--- src/rtl/nsp_regs.svh ---
// Purpose: Constants of the navigation state packet framer.
// Assumes: Included by the package and the framer by bare name.
// Notes:   Identifiers, payload lengths and field offsets in bytes.
//
// Functional notes
// - UTM position has identifier 34, 25 bytes: doubles at 0, 8, 16 and signed zone at 24.
// - NED velocity has identifier 35, 12 bytes: north, east, down singles at 0, 4, 8.
// - The body velocity packet has identifier 36 and 12 bytes: X, Y, Z as singles at 0, 4, 8.
// - The acceleration packet has identifier 37 and 12 bytes: X, Y, Z as singles at 0, 4, 8.
// - Body acceleration has identifier 38, 16 bytes: X, Y, Z at 0, 4, 8 and G force at 12.
// - The Euler packet has identifier 39 and 12 bytes: roll, pitch, heading at 0, 4, 8.
// - Quaternion has identifier 40, 16 bytes: components zero to three at 0, 4, 8, 12.
// - Cosine matrix has identifier 41, 36 bytes: row r, column c at 4 times (3r plus c).
// - The angular velocity packet has identifier 42 and 12 bytes: X, Y, Z at 0, 4, 8.
// - The angular acceleration packet has identifier 43 and 12 bytes: X, Y, Z at 0, 4, 8.
`ifndef NSP_REGS_SVH
`define NSP_REGS_SVH

// ==========================================================
// Packet identifiers
`define NSP_ID_UTM   8'h22
`define NSP_ID_NEDV  8'h23
`define NSP_ID_BODV  8'h24
`define NSP_ID_ACC   8'h25
`define NSP_ID_BACC  8'h26
`define NSP_ID_EUL   8'h27
`define NSP_ID_QUAT  8'h28
`define NSP_ID_DCM   8'h29
`define NSP_ID_ANGV  8'h2A
`define NSP_ID_ANGA  8'h2B

// ==========================================================
// Payload lengths in bytes
`define NSP_LEN_UTM  6'h19
`define NSP_LEN_VEC3 6'h0C
`define NSP_LEN_VEC4 6'h10
`define NSP_LEN_DCM  6'h24
`define NSP_LEN_NONE 6'h00

// ==========================================================
// Field offsets and image size
`define NSP_OFS_ZONE 5'h18
`define NSP_WORDS    9

`endif

--- src/rtl/nsp_pkg.sv ---
// Purpose: Types of the navigation state packet framer.
// Assumes: nsp_regs.svh holds the numbers.
// Notes:   The payload image is little-endian, word 0 in the low bits.
`include "nsp_regs.svh"

package nsp_pkg;

    // ==========================================================
    // State and carriers
    typedef enum logic [1:0] {
        NSP_IDLE = 2'b00,
        NSP_SEND = 2'b01
    } nsp_state_t;

    typedef struct packed {
        logic [7:0]                id;
        logic [`NSP_WORDS*32-1:0]  words;
    } nsp_req_t;

    typedef struct packed {
        logic [7:0] data;
        logic       sop;
        logic       eop;
    } nsp_beat_t;

endpackage

--- src/rtl/nsp_framer.sv ---
// Purpose: Serialises navigation state payloads into a byte stream.
// Assumes: Requests come from logic on i_clock; the sink uses valid and ready.
// Notes:   Header and checksum are added downstream from o_id and o_len.
`timescale 1ns/100ps
`default_nettype none
`include "nsp_regs.svh"

module nsp_framer (
    input  wire logic               i_clock,
    input  wire logic               i_sys_rst,
    input  wire logic               i_req_valid,
    input  wire nsp_pkg::nsp_req_t  i_req,
    output var  logic               o_req_ready,
    output var  logic               o_beat_valid,
    input  wire logic               i_beat_ready,
    output var  nsp_pkg::nsp_beat_t o_beat,
    output var  logic [7:0]         o_id,
    output var  logic [5:0]         o_len,
    output var  logic               o_bad_id
);

    localparam int IMG_W = `NSP_WORDS * 32;

    // ==========================================================
    // Length lookup
    // An unknown identifier maps to zero length, which refuses it.
    function automatic logic [5:0] nsp_len(input logic [7:0] id);
        case (id)
            `NSP_ID_UTM:  nsp_len = `NSP_LEN_UTM;
            `NSP_ID_NEDV: nsp_len = `NSP_LEN_VEC3;
            `NSP_ID_BODV: nsp_len = `NSP_LEN_VEC3;
            `NSP_ID_ACC:  nsp_len = `NSP_LEN_VEC3;
            `NSP_ID_BACC: nsp_len = `NSP_LEN_VEC4;
            `NSP_ID_EUL:  nsp_len = `NSP_LEN_VEC3;
            `NSP_ID_QUAT: nsp_len = `NSP_LEN_VEC4;
            `NSP_ID_DCM:  nsp_len = `NSP_LEN_DCM;
            `NSP_ID_ANGV: nsp_len = `NSP_LEN_VEC3;
            `NSP_ID_ANGA: nsp_len = `NSP_LEN_VEC3;
            default:      nsp_len = `NSP_LEN_NONE;
        endcase
    endfunction

    // ==========================================================
    // State
    nsp_pkg::nsp_state_t state_q;
    nsp_pkg::nsp_state_t state_d;
    logic [IMG_W-1:0]    image_q;
    logic [IMG_W-1:0]    image_d;
    logic [5:0]          cnt_q;
    logic [5:0]          cnt_d;
    logic                ready_q;
    logic                ready_d;
    logic                valid_q;
    logic                valid_d;
    nsp_pkg::nsp_beat_t  beat_q;
    nsp_pkg::nsp_beat_t  beat_d;
    logic [7:0]          id_q;
    logic [7:0]          id_d;
    logic [5:0]          len_q;
    logic [5:0]          len_d;
    logic                bad_q;
    logic                bad_d;
    logic [5:0]          req_len;
    logic                take;

    assign req_len = nsp_len(i_req.id);
    assign take    = valid_q && i_beat_ready;

    // ==========================================================
    // Next state
    // Word n of the request lands at byte 4n, low byte first, so doubles are
    // two adjacent words and the image has no padding between fields.
    always_comb begin
        state_d = state_q;
        image_d = image_q;
        cnt_d   = cnt_q;
        ready_d = ready_q;
        valid_d = valid_q;
        beat_d  = beat_q;
        id_d    = id_q;
        len_d   = len_q;
        bad_d   = 1'b0;
        case (state_q)
            nsp_pkg::NSP_IDLE: begin
                if (i_req_valid && ready_q) begin
                    if (req_len != `NSP_LEN_NONE) begin
                        image_d     = i_req.words >> 8;
                        beat_d.data = i_req.words[7:0];
                        beat_d.sop  = 1'b1;
                        beat_d.eop  = 1'b0;
                        cnt_d       = req_len - 6'h01;
                        id_d        = i_req.id;
                        len_d       = req_len;
                        valid_d     = 1'b1;
                        ready_d     = 1'b0;
                        state_d     = nsp_pkg::NSP_SEND;
                    end else begin
                        bad_d = 1'b1;
                    end
                end
            end
            nsp_pkg::NSP_SEND: begin
                if (take) begin
                    if (cnt_q == 6'h00) begin
                        valid_d    = 1'b0;
                        ready_d    = 1'b1;
                        beat_d.sop = 1'b0;
                        beat_d.eop = 1'b0;
                        state_d    = nsp_pkg::NSP_IDLE;
                    end else begin
                        beat_d.data = image_q[7:0];
                        beat_d.sop  = 1'b0;
                        beat_d.eop  = (cnt_q == 6'h01);
                        image_d     = image_q >> 8;
                        cnt_d       = cnt_q - 6'h01;
                    end
                end
            end
            default: begin
                state_d = nsp_pkg::NSP_IDLE;
                valid_d = 1'b0;
                ready_d = 1'b1;
            end
        endcase
    end

    // ==========================================================
    // Registers
    always_ff @(posedge i_clock or posedge i_sys_rst) begin
        if (i_sys_rst) begin
            state_q <= nsp_pkg::NSP_IDLE;
            image_q <= '0;
            cnt_q   <= 6'h00;
            ready_q <= 1'b1;
            valid_q <= 1'b0;
            beat_q  <= '0;
            id_q    <= 8'h00;
            len_q   <= 6'h00;
            bad_q   <= 1'b0;
        end else begin
            state_q <= state_d;
            image_q <= image_d;
            cnt_q   <= cnt_d;
            ready_q <= ready_d;
            valid_q <= valid_d;
            beat_q  <= beat_d;
            id_q    <= id_d;
            len_q   <= len_d;
            bad_q   <= bad_d;
        end
    end

    assign o_req_ready  = ready_q;
    assign o_beat_valid = valid_q;
    assign o_beat       = beat_q;
    assign o_id         = id_q;
    assign o_len        = len_q;
    assign o_bad_id     = bad_q;

    // ==========================================================
    // Checks
    // A byte counter per packet lets the length checks see the whole frame.
    logic [5:0]       sent_q;
    logic [5:0]       sent_d;
    logic [7:0]       low_q;
    logic [IMG_W-1:0] copy_q;
    logic [IMG_W-1:0] copy_d;

    always_comb begin
        sent_d = sent_q;
        if (state_q == nsp_pkg::NSP_IDLE) begin
            sent_d = 6'h00;
        end else if (take) begin
            sent_d = sent_q + 6'h01;
        end
    end

    // The image is copied at acceptance so every byte, not only the first, is held
    // against its place; nothing but the checks reads it, so synthesis drops it.
    always_comb begin
        copy_d = copy_q;
        if (i_req_valid && ready_q && (req_len != `NSP_LEN_NONE)) begin
            copy_d = i_req.words;
        end
    end

    always_ff @(posedge i_clock or posedge i_sys_rst) begin
        if (i_sys_rst) begin
            sent_q <= 6'h00;
            low_q  <= 8'h00;
            copy_q <= '0;
        end else begin
            sent_q <= sent_d;
            low_q  <= i_req.words[7:0];
            copy_q <= copy_d;
        end
    end
endmodule

`default_nettype wire

--- config.mk ---
export PLATFORM = sky130hd
export DESIGN_NAME = nsp_framer
export DESIGN_NICKNAME = d
export VERILOG_FILES = /design/src/rtl/nsp_pkg.sv /design/src/rtl/nsp_framer.sv
export VERILOG_INCLUDE_DIRS = /design/src /design/src/rtl
export SDC_FILE = /design/constraint.sdc
export NUM_CORES = 1
export LEC_CHECK = 0
export ABC_AREA = 1
export BUFFER_PORTS_ARGS = -buffer_cell sky130_fd_sc_hd__buf_4
export CAP_MARGIN = 20
export CORE_MARGIN = 4
export CORE_UTILIZATION = 57
export DETAILED_ROUTE_END_ITERATION = 10
export GPL_TIMING_DRIVEN = 0
export PLACE_DENSITY = 0.78
export SKIP_LAST_GASP = 1
export SLEW_MARGIN = 10
export SYNTH_ARGS = -nofsm -noshare
export SYNTH_HDL_FRONTEND = slang
export SYNTH_SLANG_ARGS = --single-unit
--- constraint.sdc ---
create_clock -name i_clock -period 25.1 [get_ports i_clock]
set_input_delay 5.02 -clock i_clock [delete_from_list [all_inputs] [get_ports i_clock]]
set_output_delay 5.02 -clock i_clock [all_outputs]
set_load 0.05 [all_outputs]
== After elaboration in Yosys (flattened, before gate mapping) ==
Index checks and enable logic that the tools add are counted.
Operators by class
  $add $sub $neg: 2
  equal/unequal tests: 17
  mux-type cells: 35
  reductions and logical operators: 12
Operator list (count)
  288-bit two-way mux: 4
  288-bit one-hot mux with 2 select lines: 1
  8-bit by 6-bit == test with 1-bit output, second input constant: 10
  10-bit two-way mux: 3
  6-bit two-way mux: 4
  6-bit one-hot mux with 4 select lines: 1
  10-bit one-hot mux with 2 select lines: 1
  1-bit two-way mux: 12
  6-bit one-hot mux with 2 select lines: 1
  6-bit by 1-bit subtractor with 6-bit output, second input constant: 2
  2-bit != test, second input constant: 5
  2-bit two-way mux: 4
  8-bit two-way mux: 1
  4-bit AND reduction: 2
  6-bit by 1-bit == test with 1-bit output, second input constant: 1
  6-bit zero test: 1
  6-bit nonzero test: 1
  6-bit OR reduction: 1
  5-bit AND reduction: 1
  1-bit one-hot mux with 2 select lines: 2
  2-bit one-hot mux with 2 select lines: 1
  3-bit AND reduction: 1
  2-bit by 1-bit == test with 1-bit output, second input constant: 1
  1-bit logical AND: 2
  other kinds (3): 3
Word-level totals
  register bits: 323
  input bits: 300
  output and inout bits: 27
  logic and storage cells: 77

== Depth between registers and ports, before layout ==
  depth in word-level cells: 7
  gate-level depth with buffers: 17
  gate-level depth less buffers: 15

== Least setup slack after synthesis ==
No wires, ideal clock.
  kind: input to register
  start point: input port i_req[289] (netlist bit)
  end point: register image_q[124]
  library setup time: 116 ps
  data arrival time: 6478 ps
  required time: 24984 ps
  setup slack: 18505 ps
  cell stages on the path: 16
  buffers on the path: 3
  cell sequence: nor2_1 nor2_1 nand3_2 nand2_1 inv_1 ha_1 inv_1 nor2_1 nand4_2 nand2_2 nand2_2 buf_6 buf_12 buf_8 nand3_2 nand2_1
Between the ends
  longest elaborated chain between the ends: 6
  elaborated cells between the ends (all ways): 16
  classes of those cells: eq/ne: 11; mux: 1; reduce/logical: 4
Ends and longest elaborated chain
  start, declared: RTL line nsp_framer.sv:12  | input wire nsp_pkg::nsp_req_t i_req,
  8-bit by 6-bit == test with 1-bit output: RTL line nsp_framer.sv:28  | case (id)
  6-bit OR reduction (no source line) or 2-bit OR reduction (tied branches)
  6-bit one-hot mux with 4 select lines *: RTL line nsp_framer.sv:28
  6-bit nonzero test (no source line) *
  2-bit != test (no source line) *
  5-bit AND reduction (no source line) *
  end signal, assigned: RTL line nsp_framer.sv:142  | image_q <= image_d;
  end, declared: RTL line nsp_framer.sv:47  | logic [IMG_W-1:0] image_q;
Mark *: on every way between the ends. The rest lies on a longest branch, timed or not.
A chain may end at the register's enable or synchronous reset.

== Final worst setup path ==
  start point: input port i_req[289] (netlist bit)
  end point: register image_q[203]
The elaborated chain is that of the path after synthesis.

==> run_results.csv <==
group,metric,value,unit
worst_setup_path,worstSetupPathType,"in -> reg",
routing,drt_iter0_markers,1369,
routing,route.detailed.vias_per_inst,5.21,
clocking,clkLatencyLatePin,0.51,ns
timing,max_slew_margin,41.5,%
synth,ys_seq_area_share,45.1,%
place,io_buffer_count,325,
timing,finalCriticalPeriod,6.79,ns
worst_setup_path,reg2reg_setup_slack,22.63,ns
cells_and_area,instances_no_fill,3105,
die,die-area,33200,um2
clocking,cts_tree,"yes",
clocking,cts.root.buffer_cell,"sky130_fd_sc_hd__clkbuf_16",
clocking,cts-hold-fix-buffers,0,
global_routing,grt_start_max_net_pins,120,
cells_and_area,drive_above_1_share,25.0,%
place,routabilityCongestion,0.890,
routing,route.antenna.remaining_nets,0,
place,dp_cells,3046,
synth,syn_area_per_cell,7.44,um2
worst_setup_path,critPathMaxFanout,10,
outcome,result_of_the_run,"finished clean",
timing,finClkSkew,0.0175,ns
worst_setup_path,critical_path.cell_chain,"buf_4 > nor2_1 > nor2_1 > nand3_2 > nand2_1 > inv_1 > ha_1 > inv_1 > nor2_1 > nand4_2 > nand2_2 > nand2_2 > nand2_2 > buf_2 > buf_2 > nand2_1 > nand2_1",
routing,drc_errors,0,
worst_setup_path,worst_ep_arrival_time,7.23,ns
worst_setup_path,cp_top_family,"simple AND/OR/NAND/NOR gates",
cells_and_area,count_of_inserted_antenna_diode_cells,0,
timing,timing.fmax,147,MHz
worst_setup_path,critPathRequiredTime,25.54,ns
worst_setup_path,worstReg2RegStart,"o_beat_valid",
routing,drt_first_pass_iters,6,
synth,synth.ff_latch_count,312,
timing,final_max_slew_viol_count,0,
synth,synth_nets,2633,
cells_and_area,flow.area_growth_from_synthesis,23.9,%
power,peakVddDrop,0.0000444,V
die,die_h,182,um
worst_setup_path,max_stage_delay,0.30,ns
die,io-pin-count,327,
worst_setup_path,critical_path.slowest_cell,"sky130_fd_sc_hd__buf_2",
die,die_width,182,um
clocking,post_cts.resized_instances,0,
worst_setup_path,critical_path_buf_inv_count,5,
place,dpl-instance-area,20300,um2
worst_setup_path,worst-path-stages,17,
die,initial_standard_cell_utilization_of_the_core,58.1,%
worst_setup_path,endpoint_kind,"register",
global_routing,first_global_vias,16000,
synth,synth_cells,2329,
routing,post_drt_wl_per_cell,15.5,um
worst_setup_path,worstSetupStartpointType,"input pin",
timing,grt_setup_unrepaired,"false",
clocking,cts_buffers,36,
clocking,post_cts_setup_buffer_count,0,
cells_and_area,utilization,72.0,%
timing,max_slew.worst_pin.slew,0.878,ns
die,placeableCoreArea,29800,um2
global_routing,grt_pass1_wl,77.3,mm
power,power.static_leakage,12.1,nW
place,dp.final_hpwl,35.0,mm
timing,fin_crit_sh,27.1,%
synth,post_synth_num_cell_types,26,
cells_and_area,nNetsFinal,2998,
min_path,timing.hold.worst.class,"reg -> reg",
clocking,clock_sink_count,312,
routing,routed_wl,48.1,mm
routing,detailroute.via_count,16200,
clocking,clock_pin_transition_on_the_worst_setup_and_hold_timing_paths,0.06,ns
global_routing,antenna_violations_before_repair,0,
job,max_cap_violations,0,
timing,report.final.hold_viol_count,0,
clocking,ctsLongestPathBuffers,3,
clocking,cts-htree-levels,2,
worst_setup_path,reg2regPathDepth,8,
worst_setup_path,regToRegEndpoint,"image_q[172]",
die,row_count,63,
timing,setup_viol,0,
worst_setup_path,critPathCapture,"image_q[203]",
timing,finalSetupTns,0,ns
power,powerDensity,51.4,nW/um2
cells_and_area,post-route-cell-area,21500,um2
synth,synth-warning-count,0,
synth,synth.cell_area,17300,um2
worst_setup_path,crit_path_start,"i_req[289]",
global_routing,grt_use_total,28.1,%
global_routing,grt_overflow,0,
[worst register-to-register path, cell delays in order (launching register included)]
cell and delay, ns:
sky130_fd_sc_hd__dfrtp_1 0.45, sky130_fd_sc_hd__buf_2 0.25, sky130_fd_sc_hd__inv_2 0.18, sky130_fd_sc_hd__clkbuf_1 0.69, sky130_fd_sc_hd__clkbuf_1 0.42, sky130_fd_sc_hd__nand2_1 0.16, sky130_fd_sc_hd__nand2_1 0.12, sky130_fd_sc_hd__nand3_2 0.07
sky130_fd_sc_hd__nand2_1 0.07
[power by group]
group,internal (mW),total [mW],switching (mW)
sequential,0.503,0.503,0
clock,0.314,0.520,0.205
combinational,0.0396,0.0794,0.0397
total,0.857,1.10,0.245
[kinds of logic (layout without fill, tap and decap cells)]
family	Yosys count	in the layout	synth area share, %
DFF	312	312	45.1
adders and majority gates	4	4	0.289
buffers and inverters	183	569	6.58
AOI/OAI and AO/OA	18	18	0.520
xor gates and xnor gates	2	2	0.101
other	1	1	0.0217
and+or+nand+nor	1809	1809	47.4
[state kept, by name, indices dropped and copies added (netlist names)]
signal	flops
cnt_q	6
image_q	280
o_bad_id	1
o_beat	10
o_beat_valid	1
o_id	8
o_len	5
o_req_ready	1
[metrics by stage]
stage          total power, mW  setup slack [ns]  hold WS [ns]
6_report                  1.10             18.31         0.469
3_5_place_dp             0.591             17.86         0.458
5_1_grt                   1.14             18.14         0.486
4_1_cts                   1.11             18.35         0.472
3_3_place_gp             0.590              8.00         0.453
2_1_floorplan            0.543             11.45         0.442
[cells in the final DEF (no fill, tap or decap), types with 2 or more instances in the layout]
cell / synthesis / layout
sky130_fd_sc_hd__nor2_1: 21 / 21
sky130_fd_sc_hd__buf_6: 2 / 2
sky130_fd_sc_hd__dfrtp_1: 311 / 311
sky130_fd_sc_hd__nand3_2: 201 / 201
sky130_fd_sc_hd__o21ai_0: 18 / 18
sky130_fd_sc_hd__nand3_1: 98 / 98
sky130_fd_sc_hd__bufinv_16: 0 / 3
sky130_fd_sc_hd__buf_12: 20 / 20
sky130_fd_sc_hd__buf_1: 8 / 8
sky130_fd_sc_hd__buf_8: 2 / 2
sky130_fd_sc_hd__buf_16: 0 / 2
sky130_fd_sc_hd__buf_2: 57 / 57
sky130_fd_sc_hd__inv_2: 4 / 4
sky130_fd_sc_hd__clkbuf_1: 68 / 76
sky130_fd_sc_hd__nand2_2: 4 / 4
sky130_fd_sc_hd__xor2_1: 2 / 2
sky130_fd_sc_hd__nand2_1: 1479 / 1479
sky130_fd_sc_hd__inv_1: 16 / 15
sky130_fd_sc_hd__clkinv_2: 0 / 4
sky130_fd_sc_hd__buf_4: 5 / 330
sky130_fd_sc_hd__clkbuf_8: 0 / 5
sky130_fd_sc_hd__nor3_1: 2 / 2
sky130_fd_sc_hd__ha_1: 4 / 4
sky130_fd_sc_hd__clkbuf_16: 0 / 37
[worst min path at each step]
stage                  from      endpoint  slack, ns  cells after the start
6_report       image_q[273]  image_q[273]       0.47                      2
5_1_grt        image_q[273]  image_q[273]       0.49                      2
4_1_cts        image_q[114]  image_q[114]       0.47                      2
3_5_place_dp   image_q[114]  image_q[114]       0.46                      2
3_3_place_gp   image_q[113]  image_q[113]       0.45                      2
2_1_floorplan  image_q[105]  image_q[105]       0.44                      2
[layout make-up]
type                            count  area (um2)
Fill cell                        2474        8340
Inverter                           21        86.3
Clock buffer                       50        1020
Sequential cell                   312        7810
Multi-Input combinational cell   1834        8370
Tap cell                          390         488
Timing Repair Buffer              327        2490
Clock inverter                      9         126
Buffer                            162        1060
[routing by layer]
| layer | vias up | share of wire [%] | track usage [%] |
|---|---|---|---|
| met3 | 127 | 7.2 | 3.97 |
| met2 | 575 | 47 | 45.6 |
| met5 | - | 0 | 0 |
| met1 | 7552 | 42 | 38.7 |
| li1 | 7927 | - | - |
| met4 | 0 | 4.0 | 10.6 |
[cell usage after synthesis (all sizes together)]
master  count  area (um2)
clkbuf     68         255
nand3     299        2500
nand2    1483        5580
o21ai      18        90.1
nor3        3        20.0
nor2       22        90.1
xor2        2        17.5
clkinv      1        3.75
buf        94         806
nand4       1        12.5
conb        1        3.75
dfrtp     311        7780
nand3b      1        7.51
inv        20        75.1
dfstp       1        26.3
ha          4        50.1
(Power assumes the default switching activity.)
